<file path="src/inc/lmma_pkg.sv">
// Purpose: shared constants and types of the life monitor block
// Assumes: 40 MHz clock, byte addresses on the register port
// Notes: life values are whole percent, 0 to 100
package lmma_pkg;
    localparam int CLK_MHZ = 40;
    localparam int LIFE_W = 7;
    localparam int NPART = 4;
    localparam logic [6:0] LIFE_FULL = 7'h64;
    localparam logic [6:0] LIFE_WARN = 7'h0A;
    localparam logic [11:0] WARN_CODE = 12'h09B0;
    // trace sample period in microseconds and in clock cycles
    localparam int SAMPLE_US = 100;
    localparam int SAMPLE_CYC = SAMPLE_US * CLK_MHZ;
    localparam int TRACE_DEPTH = 16;
    localparam int NOUT = 3;
    // register byte offsets
    localparam logic [7:0] OFS_CTRL = 8'h00;
    localparam logic [7:0] OFS_ALLOC = 8'h04;
    localparam logic [7:0] OFS_LIFE = 8'h08;
    localparam logic [7:0] OFS_LIFE_LOAD = 8'h0C;
    localparam logic [7:0] OFS_STATUS = 8'h10;
    localparam logic [7:0] OFS_MASK = 8'h14;
    localparam logic [7:0] OFS_TRACE = 8'h18;
    localparam logic [7:0] OFS_TRACE_ADDR = 8'h1C;
    localparam logic [7:0] OFS_TRACE_DATA = 8'h20;
    // field positions
    localparam int CTRL_WEN = 0;
    localparam int CTRL_RESTART = 1;
    localparam int ALLOC_SEL_LSB = 0;
    localparam int ALLOC_COMPAT_LSB = 8;
    localparam int ALLOC_MULTI_LSB = 16;
    localparam int LOAD_IDX_LSB = 8;
    localparam int TRACE_REARM = 0;
    // allocation method select codes
    localparam logic [1:0] SEL_COMPAT = 2'h1;
    localparam logic [1:0] SEL_MULTI = 2'h2;
    // status bits
    localparam int ST_WARN = 0;
    localparam int ST_DUE = 1;
    localparam int ST_TDONE = 2;
    localparam int ST_TREJ = 3;
    localparam int NST = 4;
    localparam logic [3:0] MASK_RST = 4'h0;
    localparam logic [3:0] MAP_NONE = 4'h0;

    typedef struct packed {
        logic [15:0] torque_ref;
        logic [15:0] fb_speed;
        logic [15:0] ref_speed;
        logic [15:0] pos_ref_speed;
        logic [15:0] pos_dev;
        logic [15:0] bus_volt;
    } lmma_num_t;

    typedef struct packed {
        lmma_num_t num;
        logic [6:0] onoff;
    } lmma_sample_t;

    typedef enum logic [2:0] {
        TR_ARMED = 3'b001,
        TR_POST = 3'b010,
        TR_HELD = 3'b100
    } lmma_trace_t;
endpackage : lmma_pkg

</file>
<file path="src/hw/lmma_life_cell.sv">
// Purpose: one wear part life prediction, in percent
// Assumes: dec_i and load_i are one-cycle pulses on mclk_i
// Notes: low_o is updated on the same edge as life_o
module lmma_life_cell #(
    parameter int W = lmma_pkg::LIFE_W
) (
    // clock and reset
    input wire logic mclk_i,
    input wire logic rst_i,
    // update
    input wire logic dec_i,
    input wire logic load_i,
    input wire logic [W-1:0] load_val_i,
    // state
    output logic [W-1:0] life_o,
    output logic low_o
);
    logic [W-1:0] next_life;
    logic [W-1:0] clip_val;

    // software loads are clipped to full scale so the value stays a percent
    assign clip_val = (load_val_i > lmma_pkg::LIFE_FULL) ?
                      lmma_pkg::LIFE_FULL : load_val_i;
    // saturate at zero: replacement due stays at 0 percent
    assign next_life = load_i ? clip_val :
                       (dec_i && life_o != '0) ? life_o - 1'b1 :
                       life_o;

    always_ff @(posedge mclk_i or posedge rst_i) begin
        if (rst_i) begin
            life_o <= lmma_pkg::LIFE_FULL;
            low_o <= 1'b0;
        end else begin
            life_o <= next_life;
            low_o <= next_life <= lmma_pkg::LIFE_WARN;
        end
    end
endmodule : lmma_life_cell

</file>
<file path="src/hw/lmma_trace_mem.sv">
// Purpose: trace sample store with registered read
// Assumes: one write port, one read port, same clock
// Notes: contents are not reset
module lmma_trace_mem #(
    parameter int DW = $bits(lmma_pkg::lmma_sample_t),
    parameter int DEPTH = lmma_pkg::TRACE_DEPTH,
    parameter int AW = $clog2(DEPTH)
) (
    // clock
    input wire logic mclk_i,
    // write port
    input wire logic we_i,
    input wire logic [AW-1:0] waddr_i,
    input wire logic [DW-1:0] wdata_i,
    // read port
    input wire logic [AW-1:0] raddr_i,
    output logic [DW-1:0] rdata_o
);
    logic [DW-1:0] mem [DEPTH];

    always_ff @(posedge mclk_i) begin
        if (we_i) begin
            mem[waddr_i] <= wdata_i;
        end
        rdata_o <= mem[raddr_i];
    end
endmodule : lmma_trace_mem

</file>
<file path="src/hw/lmma_top.sv">
// Purpose: life monitor, maintenance warning and due output, alarm trace
// Assumes: status pins are asynchronous and pass two flip-flops
// Notes: the enable takes effect only on a restart command or reset

// What this block does
// - life reads 100 percent when new, falls, reaches 0 when due
// - each life value drops on main power turn-on and servo-off
// - if enabled, raise the maintenance warning code at 10 percent or below
// - warning enable defaults off; a change acts after a restart
// - due output closed while any life is at or below 10 percent
// - due output works even when the warning is disabled
// - due output only when allocated; select 1 compat map, 2 multi-axis map
// - trace keeps samples from before and after the alarm
// - trace holds six numeric quantities and seven on/off states
// - no trace for alarms at power-on or during a running capture
// - no trace for alarms during a utility function
// - no trace for alarms during an external tool's tracing session
module lmma_top #(
    parameter int DEPTH = lmma_pkg::TRACE_DEPTH,
    parameter int SAMPLE_CYC = lmma_pkg::SAMPLE_CYC,
    parameter int NOUT = lmma_pkg::NOUT
) (
    // clock and reset
    input wire logic mclk_i,
    input wire logic rst_i,
    // register port
    input wire logic [7:0] addr_i,
    input wire logic [31:0] wdata_i,
    input wire logic wr_i,
    input wire logic rd_i,
    output logic [31:0] rdata_o,
    // status pins, asynchronous
    input wire logic main_power_on_state_i,
    input wire logic servo_on_i,
    input wire logic servo_alarm_flag_i,
    input wire logic proportional_control_command_i,
    input wire logic forward_torque_limit_command_i,
    input wire logic reverse_torque_limit_command_i,
    input wire logic gain_select_one_i,
    input wire logic powerup_busy_i,
    input wire logic utility_busy_i,
    input wire logic tool_trace_i,
    // numeric trace data, same clock
    input wire lmma_pkg::lmma_num_t num_i,
    // outputs
    output logic maintenance_warning_o,
    output logic [11:0] maintenance_warning_code_o,
    output logic [NOUT-1:0] maintenance_due_output_o,
    output logic irq_o
);
    localparam int AW = $clog2(DEPTH);
    localparam int NS = 10;
    localparam int CW = $clog2(SAMPLE_CYC + 1);

    // two-flop synchronisers; stage one feeds only stage two
    logic [NS-1:0] sync1;
    logic [NS-1:0] sync2;
    logic [NS-1:0] sync3;
    always_ff @(posedge mclk_i or posedge rst_i) begin
        if (rst_i) begin
            sync1 <= '0;
            sync2 <= '0;
            sync3 <= '0;
        end else begin
            sync1 <= {main_power_on_state_i, servo_on_i,
                      servo_alarm_flag_i, proportional_control_command_i,
                      forward_torque_limit_command_i,
                      reverse_torque_limit_command_i, gain_select_one_i,
                      powerup_busy_i, utility_busy_i, tool_trace_i};
            sync2 <= sync1;
            sync3 <= sync2;
        end
    end
    wire pwr_s = sync2[9];
    wire son_s = sync2[8];
    wire alm_s = sync2[7];
    wire powerup_s = sync2[2];
    wire util_s = sync2[1];
    wire tool_s = sync2[0];
    wire pwr_rise = pwr_s && !sync3[9];
    wire son_fall = !son_s && sync3[8];
    wire alm_rise = alm_s && !sync3[7];

    // register decode
    wire wr_ctrl = wr_i && addr_i == lmma_pkg::OFS_CTRL;
    wire wr_alloc = wr_i && addr_i == lmma_pkg::OFS_ALLOC;
    wire wr_load = wr_i && addr_i == lmma_pkg::OFS_LIFE_LOAD;
    wire wr_mask = wr_i && addr_i == lmma_pkg::OFS_MASK;
    wire wr_trace = wr_i && addr_i == lmma_pkg::OFS_TRACE;
    wire wr_taddr = wr_i && addr_i == lmma_pkg::OFS_TRACE_ADDR;
    wire rd_status = rd_i && addr_i == lmma_pkg::OFS_STATUS;
    wire restart = wr_ctrl && wdata_i[lmma_pkg::CTRL_RESTART];

    // configuration registers
    logic wen_cfg;
    logic wen_act;
    logic [1:0] alloc_sel;
    logic [3:0] compat_map;
    logic [3:0] multi_map;
    logic [lmma_pkg::NST-1:0] mask;
    logic [AW+2:0] taddr;
    always_ff @(posedge mclk_i or posedge rst_i) begin
        if (rst_i) begin
            wen_cfg <= 1'b0;
            wen_act <= 1'b0;
            alloc_sel <= 2'h0;
            compat_map <= lmma_pkg::MAP_NONE;
            multi_map <= lmma_pkg::MAP_NONE;
            mask <= lmma_pkg::MASK_RST;
            taddr <= '0;
        end else begin
            if (wr_ctrl) begin
                wen_cfg <= wdata_i[lmma_pkg::CTRL_WEN];
            end
            // stored setting only acts from the next restart
            if (restart) begin
                wen_act <= wr_ctrl ? wdata_i[lmma_pkg::CTRL_WEN] : wen_cfg;
            end
            if (wr_alloc) begin
                alloc_sel <= wdata_i[lmma_pkg::ALLOC_SEL_LSB +: 2];
                compat_map <= wdata_i[lmma_pkg::ALLOC_COMPAT_LSB +: 4];
                multi_map <= wdata_i[lmma_pkg::ALLOC_MULTI_LSB +: 4];
            end
            if (wr_mask) begin
                mask <= wdata_i[lmma_pkg::NST-1:0];
            end
            if (wr_taddr) begin
                taddr <= wdata_i[AW+2:0];
            end
        end
    end

    // life cells
    logic [lmma_pkg::LIFE_W-1:0] life [lmma_pkg::NPART];
    logic [lmma_pkg::NPART-1:0] low;
    wire life_dec = pwr_rise || son_fall;
    wire [1:0] load_idx = wdata_i[lmma_pkg::LOAD_IDX_LSB +: 2];
    for (genvar g = 0; g < lmma_pkg::NPART; g++) begin : g_cell
        lmma_life_cell u_cell (
            .mclk_i(mclk_i),
            .rst_i(rst_i),
            .dec_i(life_dec),
            .load_i(wr_load && load_idx == 2'(g)),
            .load_val_i(wdata_i[lmma_pkg::LIFE_W-1:0]),
            .life_o(life[g]),
            .low_o(low[g])
        );
    end
    wire any_low = |low;

    // due output allocation
    wire [3:0] sel_map = (alloc_sel == lmma_pkg::SEL_COMPAT) ? compat_map :
                         (alloc_sel == lmma_pkg::SEL_MULTI) ? multi_map :
                         lmma_pkg::MAP_NONE;
    wire alloc = sel_map != lmma_pkg::MAP_NONE && sel_map <= 4'(NOUT);
    logic [NOUT-1:0] next_due;
    always_comb begin
        next_due = '0;
        for (int k = 0; k < NOUT; k++) begin
            // the warning enable plays no part here
            next_due[k] = alloc && any_low && sel_map == 4'(k + 1);
        end
    end
    wire next_warn = wen_act && any_low;

    // trace recorder
    lmma_pkg::lmma_trace_t tr_state;
    lmma_pkg::lmma_trace_t next_tr;
    logic [CW-1:0] tick_cnt;
    logic [AW-1:0] wp;
    logic [AW-1:0] trig_ptr;
    logic [AW-1:0] post_cnt;
    wire tick = tick_cnt == '0;
    wire tr_armed = tr_state == lmma_pkg::TR_ARMED;
    wire tr_post = tr_state == lmma_pkg::TR_POST;
    // alarm refused at power-on, during capture, utility or tool trace
    wire inhibit = powerup_s || util_s || tool_s || !tr_armed;
    wire accept = alm_rise && !inhibit;
    wire reject = alm_rise && inhibit;
    wire post_end = tr_post && tick && post_cnt == '0;
    lmma_pkg::lmma_sample_t smp;
    assign smp.num = num_i;
    assign smp.onoff = sync2[9:3];
    always_comb begin
        next_tr = tr_state;
        unique case (tr_state)
            lmma_pkg::TR_ARMED: if (accept) next_tr = lmma_pkg::TR_POST;
            lmma_pkg::TR_POST: if (post_end) next_tr = lmma_pkg::TR_HELD;
            lmma_pkg::TR_HELD: begin
                if (wr_trace && wdata_i[lmma_pkg::TRACE_REARM]) begin
                    next_tr = lmma_pkg::TR_ARMED;
                end
            end
            default: next_tr = lmma_pkg::TR_ARMED;
        endcase
    end
    // half the ring is history before the alarm, half after it
    always_ff @(posedge mclk_i or posedge rst_i) begin
        if (rst_i) begin
            tr_state <= lmma_pkg::TR_ARMED;
            tick_cnt <= '0;
            wp <= '0;
            trig_ptr <= '0;
            post_cnt <= '0;
        end else begin
            tr_state <= next_tr;
            tick_cnt <= tick ? CW'(SAMPLE_CYC - 1) : tick_cnt - 1'b1;
            if (tick && !tr_state[2]) begin
                wp <= wp + 1'b1;
            end
            if (accept) begin
                trig_ptr <= wp;
                post_cnt <= AW'(DEPTH / 2 - 1);
            end else if (tr_post && tick && post_cnt != '0) begin
                post_cnt <= post_cnt - 1'b1;
            end
        end
    end
    lmma_pkg::lmma_sample_t mem_q;
    lmma_trace_mem #(
        .DW($bits(lmma_pkg::lmma_sample_t)),
        .DEPTH(DEPTH),
        .AW(AW)
    ) u_mem (
        .mclk_i(mclk_i),
        .we_i(tick && !tr_state[2]),
        .waddr_i(wp),
        .wdata_i(smp),
        // index 0 is the oldest sample: the slot the ring writes next
        .raddr_i(taddr[AW+2:3] + wp),
        .rdata_o(mem_q)
    );
    logic [15:0] tword;
    always_comb begin
        unique case (taddr[2:0])
            3'h0: tword = mem_q.num.torque_ref;
            3'h1: tword = mem_q.num.fb_speed;
            3'h2: tword = mem_q.num.ref_speed;
            3'h3: tword = mem_q.num.pos_ref_speed;
            3'h4: tword = mem_q.num.pos_dev;
            3'h5: tword = mem_q.num.bus_volt;
            3'h6: tword = {9'h000, mem_q.onoff};
            default: tword = 16'h0000;
        endcase
    end

    // sticky status; a new event wins over the clearing read
    logic [lmma_pkg::NST-1:0] status;
    logic warn_q;
    logic due_q;
    wire [lmma_pkg::NST-1:0] ev = {reject, post_end,
                                   |next_due && !due_q,
                                   next_warn && !warn_q};
    wire [lmma_pkg::NST-1:0] next_status =
        (rd_status ? '0 : status) | ev;

    // read mux
    logic [31:0] rmux;
    always_comb begin
        unique case (addr_i)
            lmma_pkg::OFS_CTRL: rmux = {30'h0, wen_act, wen_cfg};
            lmma_pkg::OFS_ALLOC: rmux = {12'h000, multi_map, 4'h0,
                                         compat_map, 6'h00, alloc_sel};
            lmma_pkg::OFS_LIFE: rmux = {1'b0, life[3], 1'b0, life[2],
                                        1'b0, life[1], 1'b0, life[0]};
            lmma_pkg::OFS_STATUS: rmux = {28'h000_0000, status};
            lmma_pkg::OFS_MASK: rmux = {28'h000_0000, mask};
            lmma_pkg::OFS_TRACE: rmux = {8'h00, 8'(trig_ptr),
                                         8'(wp), 5'h00, tr_state};
            lmma_pkg::OFS_TRACE_ADDR: rmux = 32'(taddr);
            lmma_pkg::OFS_TRACE_DATA: rmux = {16'h0000, tword};
            default: rmux = 32'h0000_0000;
        endcase
    end

    always_ff @(posedge mclk_i or posedge rst_i) begin
        if (rst_i) begin
            status <= '0;
            warn_q <= 1'b0;
            due_q <= 1'b0;
            rdata_o <= 32'h0000_0000;
            irq_o <= 1'b0;
            maintenance_warning_o <= 1'b0;
            maintenance_warning_code_o <= 12'h000;
            maintenance_due_output_o <= '0;
        end else begin
            status <= next_status;
            warn_q <= next_warn;
            due_q <= |next_due;
            rdata_o <= rd_i ? rmux : 32'h0000_0000;
            irq_o <= |(next_status & mask);
            maintenance_warning_o <= next_warn;
            maintenance_warning_code_o <= next_warn ?
                lmma_pkg::WARN_CODE : 12'h000;
            maintenance_due_output_o <= next_due;
        end
    end
endmodule : lmma_top

</file>
<file path="config.mk">
export PLATFORM = sky130hd
export DESIGN_NAME = lmma_top
export DESIGN_NICKNAME = d
export VERILOG_FILES = /design/src/inc/lmma_pkg.sv /design/src/hw/lmma_life_cell.sv /design/src/hw/lmma_trace_mem.sv /design/src/hw/lmma_top.sv
export SDC_FILE = /design/constraint.sdc
export NUM_CORES = 2
export LEC_CHECK = 0
export BUFFER_PORTS_ARGS = -buffer_cell sky130_fd_sc_hd__buf_2
export CAP_MARGIN = 20
export CORE_MARGIN = 2
export CORE_UTILIZATION = 55
export CTS_BUF_LIST = sky130_fd_sc_hd__clkbuf_4 sky130_fd_sc_hd__clkbuf_8
export DETAILED_ROUTE_END_ITERATION = 10
export PLACE_DENSITY = 0.8
export SKIP_CTS_REPAIR_TIMING = 1
export SLEW_MARGIN = 20
export SYNTH_ARGS = -nofsm -noshare
export SYNTH_HDL_FRONTEND = slang
export SYNTH_SLANG_ARGS = --single-unit
</file>
<file path="constraint.sdc">
create_clock -name mclk_i -period 8.7 [get_ports mclk_i]
set_input_delay 1.305 -clock mclk_i [delete_from_list [all_inputs] [get_ports mclk_i]]
set_output_delay 1.305 -clock mclk_i [all_outputs]
set_load 0.02 [all_outputs]
</file>
; ---- Word-level counts from Yosys, hierarchy flattened
; Memories as Yosys holds them, arrays and structs flattened. A register that Yosys moved wholly into a read port is not among the register bits.
; Cells that the tools add are included.
[word_totals]
ff_bits = 166
ram_bits = 1648
in_bits = 150
wordCells = 163
n_memories = 1
[memory_table]
columns = name, depth, width, rd, rd_ports_with_merged_regs, wr, line
row1 = u_mem.mem, 16, 103, 1, 1, 1, lmma_trace_mem.sv:19  ; logic [DW-1:0] mem [DEPTH];
[classes]
add_sub_neg = 8
magnitude_cmp = 6
eq_ne = 28
muxes = 26
bitwise = 2
n_reduce_logical = 62
[op_table]
columns = cell, n
row1 = $pmux W31 S8, 1
row2 = $pmux W16 S7, 1
row3 = $mux W7, 9
row4 = $logic_and A1 B1 Y1, 34
row5 = $eq A8 B5 Y1 const B, 4
row6 = $mux W32, 1
row7 = $le A7 B4 Y1 const B, 4
row8 = $reduce_bool A7 Y1, 4
row9 = $sub A7 B1 Y7 const B, 4
row10 = $mux W12, 2
row11 = $mux W4, 5
row12 = $eq A8 B4 Y1 const B, 2
row13 = $eq A3 B3 Y1 const B, 4
row14 = $logic_not A12 Y1, 1
row15 = $sub A12 B1 Y12 const B, 1
row16 = $eq A3 B2 Y1 const B, 3
row17 = $mux W3, 3
row18 = $pmux W3 S3, 1
row19 = $eq A4 B2 Y1 const B, 2
row20 = $eq A8 B3 Y1 const B, 1
row21 = $eq A8 B6 Y1 const B, 1
row22 = $logic_not A1 Y1, 8
row23 = $logic_not A8 Y1, 1
row24 = $reduce_bool A4 Y1, 2
row25 = 22 further kinds, 33

; ---- Longest topological paths before layout
[logic_depth]
word_depth = 12
mapped_depth = 10
depth_no_buf = 8

; ---- By module
; Synthesis repeated with hierarchy kept, for this count alone.
[hier_totals]
hier_cells = 3400
area_unflattened_um2 = 71690.0
[modules_own_cells]
columns = module, instances, cells_per_inst, area_per_inst_um2, seq_area_each_um2
row1 = lmma_trace_mem, 1, 2636, 63687.3, 51549.4
row2 = lmma_top, 1, 532, 5795.6, 2829.0
row3 = lmma_life_cell, 4, 58, 551.8, 203.9

; ---- Worst setup path after synthesis
; No wires, ideal clock.
[synth_timing]
path_kind = reg2reg
start = reg tick_cnt[5]
end = mem u_mem.mem[3][0] in the netlist's numbering (enable)
setup_time_ns = 0.691
arrival_ns = 8.940
slack_ns = -0.930
path_stages_with_launch = 7
n_path_buf = 1
cell_sequence = dfrtp_1 or4_4 or3_4 nor4_1 buf_2 nand2_1 nor3_1
[synth_via]
elab_chain_len = 4
[synth_rtl]
columns = item, line
row1 = start: declaration, lmma_top.sv:169  ; logic [CW-1:0] tick_cnt;
row2 = start signal: assignment, lmma_top.sv:207  ; tick_cnt <= tick ? CW'(SAMPLE_CYC - 1) : tick_cnt - 1'b1;
row3 = $logic_not A12 Y1, lmma_top.sv:173  ; wire tick = tick_cnt == '0;
row4 = $logic_and A1 B1 Y1, lmma_top.sv:226  ; .we_i(tick && !tr_state[2]),
row5 = $mux W1, lmma_trace_mem.sv:22  ; if (we_i) begin
row6 = $mux W1 (implied by the code), lmma_trace_mem.sv:23  ; mem[waddr_i] <= wdata_i;
row7 = end: declaration, lmma_trace_mem.sv:19
; No other way between the ends.

; ---- Worst setup path after layout
[layout_timing]
start = reg tick_cnt[5]
end = mem u_mem.mem[7][26] in the netlist's numbering (enable)
; The elaborated chain is that of the path after synthesis.

==> flow_metrics.env <==
export IMPL_status="complete, no violations"
export IMPL_timing_final_crit_share_pct=50.2
export IMPL_p_leak_uw=0.0275
export IMPL_grt_pass1_vias=37700
export IMPL_register_area_sq_um=55200
export IMPL_syn_area_sq_um=72200
export IMPL_grt_max_degree=139
export IMPL_multi_input_area_sq_um=16200
export IMPL_drc=0
export IMPL_path_class="register to register"
export IMPL_p_clk_share_pct=40.1
export IMPL_cts_made_buffers=303
export IMPL_fin_nets=4218
export IMPL_antenna_found_initial=39
export IMPL_core_area_sq_um=130000
export IMPL_cp_start_kind="register"
export IMPL_drtIter0Drc=5017
export IMPL_worst_setup_hold_path_clk_slew_ns=0.08
export IMPL_firstDrtPassIters=6
export IMPL_drv_slew=0
export IMPL_synthTopCellsByArea="edfxtp_1, mux4_2, dfrtp_1, dfxtp_1, nand2_1"
export IMPL_r2r_setup_slack_ns=4.33
export IMPL_syn_inst=3722
export IMPL_hpwl_mm=86.1
export IMPL_vias_per_cell=6.24
export IMPL_die_x_um=366
export IMPL_overflow=0
export IMPL_place_congestion=0.881
export IMPL_root_buffer="clkbuf_8"
export IMPL_setup_viol=0
export IMPL_final_cells=6040
export IMPL_vias=37700
export IMPL_fin_skew_ns=0.0622
export IMPL_die_area_sq_um=134000
export IMPL_slew_headroom_pct=22.8
export IMPL_clk_path_buf_depth=4
export IMPL_ys_seq_elements=1896
export IMPL_final_layout_size_suffix_gt1_share_pct=28.8
export IMPL_wire_per_inst_um=27.4
export IMPL_finalInstanceArea_sq_um=81300
export IMPL_ys_warn_count=0
export IMPL_yosys_area_top_type_share_pct=68.6
export IMPL_seqPwrFrac_pct=54.3
export IMPL_yosys_area_top_type="edfxtp_1"
export IMPL_synthTopCellsByCount="edfxtp_1, nand2_1, mux4_2"
export IMPL_finish_utilization_pct=62.6
export IMPL_end_kind="register"
export IMPL_fill_cells=8489
export IMPL_synth_edf_count=1648
export IMPL_synth_most_common_cell="edfxtp_1"
export IMPL_ys_seq_area_share_pct=76.5
export IMPL_ir_drop_v=0.000122
export IMPL_io_pins=199
export IMPL_worst_pin_slew_ns=1.15
export IMPL_fmax_mhz=229
export IMPL_ys_async_sr_fraction_pct=7.65
export IMPL_crit_required_ns=9.26
export IMPL_insertion_delay_ns=0.99
export IMPL_period_needed_ns=4.37
export IMPL_post_dp_cell_area_sq_um=75100
export IMPL_synthDistinctLibCells=71
export IMPL_rows=132
export IMPL_cts_tree="done"
export IMPL_intPower_uw=14700
export IMPL_drv_cap=0
export IMPL_synthFlopType="edfxtp_1"
export IMPL_hold_viol=0
export IMPL_comb_power_share_pct=5.6
export IMPL_fin_tns_setup_ns=0
export IMPL_drt_total_wl_mm=166
export IMPL_power_density_nw_per_um2=231
export IMPL_cts_max_level=5
export IMPL_start_util_pct=55.6
export IMPL_clock_sinks=1896
export IMPL_port_buffers=172
export IMPL_rsz0062_at_grt="false"
export IMPL_grt_usage_pct=24.7
export IMPL_ant_nets=0
export IMPL_post_place_cells=5486
export IMPL_p_sw_share_pct=21.9
export IMPL_areaGrowthSynthToFinish_pct=12.7
export IMPL_synth_avg_cell_area_sq_um=19.4
export IMPL_p_sw_uw=4110
export IMPL_hold_class="register to register"
export IMPL_path_max_fanout=44
export IMPL_die_h_um=366
export IMPL_arrival_ns=4.94
export IMPL_grt_first_pass_wirelength_mm=243
==> stage by stage <==
stage | worst slack (ns) | power, uW | hold slack [ns]
floorplan | 1.84 | 11000 | 0.331
global placement | 4.31 | 11400 | 0.332
finish | 4.33 | 18800 | 0.341
CTS | 4.23 | 18900 | 0.343
global route | 4.15 | 19400 | 0.352
detailed placement | 4.27 | 11400 | 0.336
==> worst max-delay path: stages (launching register included) <==
cell,delay (ns)
dfrtp_1,0.43
or4_4,0.57
or3_4,0.38
nor4_2,0.22
buf_4,0.23
nand2_1,0.29
nor2_4,0.98
buf_4,0.84
==> registers in the layout (all words and copies together) (netlist names), 7 cells and up <==
register and flops:
u_mem.mem 1648, u_mem.rdata_o 103, rdata_o 30, g_cell.u_cell.life_o 28, tick_cnt 12, sync1 10, sync2 10, taddr 7
==> final timing paths <==
kind | startpoint | to | cells past startpoint
setup / recovery | tick_cnt[5]$_DFF_PP0_ | u_mem.mem[7][26]$_DFFE_PP_ | 7
hold / removal | sync1[0]$_DFF_PP0_ | sync2[0]$_DFF_PP0_ | 0
setup reg to reg | tick_cnt[5]$_DFF_PP0_ | u_mem.mem[7][26]$_DFFE_PP_ | 7
hold reg to reg | sync1[0]$_DFF_PP0_ | sync2[0]$_DFF_PP0_ | 0
max in group asynchronous | rst_i | sync1[5]$_DFF_PP0_ | 3
min in group asynchronous | rst_i | maintenance_due_output_o[2]$_DFF_PP0_ | 2
==> power by group through the flow <==
stage / clock network [uW] / registers, uW / logic, uW
after floorplan: 0 / 10300 / 708
after CTS: 7640 / 10200 / 1040
after detailed placement: 0 / 10400 / 1030
after global placement: 0 / 10400 / 1000
final: 7540 / 10200 / 1050
after global routing: 8050 / 10200 / 1140
==> final cells by class <==
cell class                 instances  area share, %
antenna                           18         0.0554
clock buffer                     446           6.78
clock inverter                    87          0.675
inverter                          31          0.149
multi-input combinational       1588           19.9
sequential                      1896           67.9
tap                             1742           2.68
timing repair buffer             232           1.87
==> layout by cell type (no fill, tap or decap), types with 7 or more instances in the layout <==
master / synthesis / final
nor4_1: 8 / 7
conb_1: 1 / 9
a22oi_1: 16 / 16
buf_2: 36 / 172
nor2b_1: 18 / 18
mux2_2: 36 / 36
nand2_1: 466 / 466
edfxtp_1: 1648 / 1648
xor2_1: 9 / 7
o22ai_1: 12 / 12
dfrtp_1: 132 / 131
ha_1: 15 / 14
dfxtp_1: 103 / 103
mux4_2: 423 / 423
mux2i_1: 21 / 21
clkbuf_4: 0 / 100
nand3_1: 16 / 16
o21ai_0: 38 / 38
or3_1: 7 / 7
a222oi_1: 14 / 14
nand4_1: 11 / 11
diode_2: 0 / 18
nor3_1: 22 / 18
dfstp_2: 13 / 13
clkbuf_8: 0 / 346
a21oi_1: 38 / 38
nor2_4: 0 / 12
buf_4: 14 / 44
xnor2_1: 19 / 17
a31oi_1: 110 / 110
inv_1: 31 / 30
clkinv_1: 0 / 43
and3_1: 119 / 119
nor2_1: 77 / 65
clkinv_2: 0 / 32
buf_12: 0 / 13
==> kinds of logic (layout without fill, tap and decap cells) <==
logic type / count (synthesis) / count (layout) / share of synthesized area [%]
DFF: 1896 / 1896 / 76.5
adders and majority gates: 16 / 16 / 0.288
xor gates and xnor gates: 28 / 28 / 0.340
AOI/OAI and AO/OA: 265 / 265 / 2.36
muxes: 481 / 481 / 14.1
other: 1 / 27 / 0.00520
buffers and inverters: 246 / 796 / 1.44
and+or+nand+nor: 789 / 789 / 5.02
==> routing by layer <==
metal | GRT usage (%) | part of all wire [%]
met5 | 0 | 0.077
met4 | 8.16 | 2.8
met3 | 6.40 | 11
met1 | 34.2 | 38
met2 | 38.8 | 48
No activity file was read; power rests on OpenSTA's default activity.
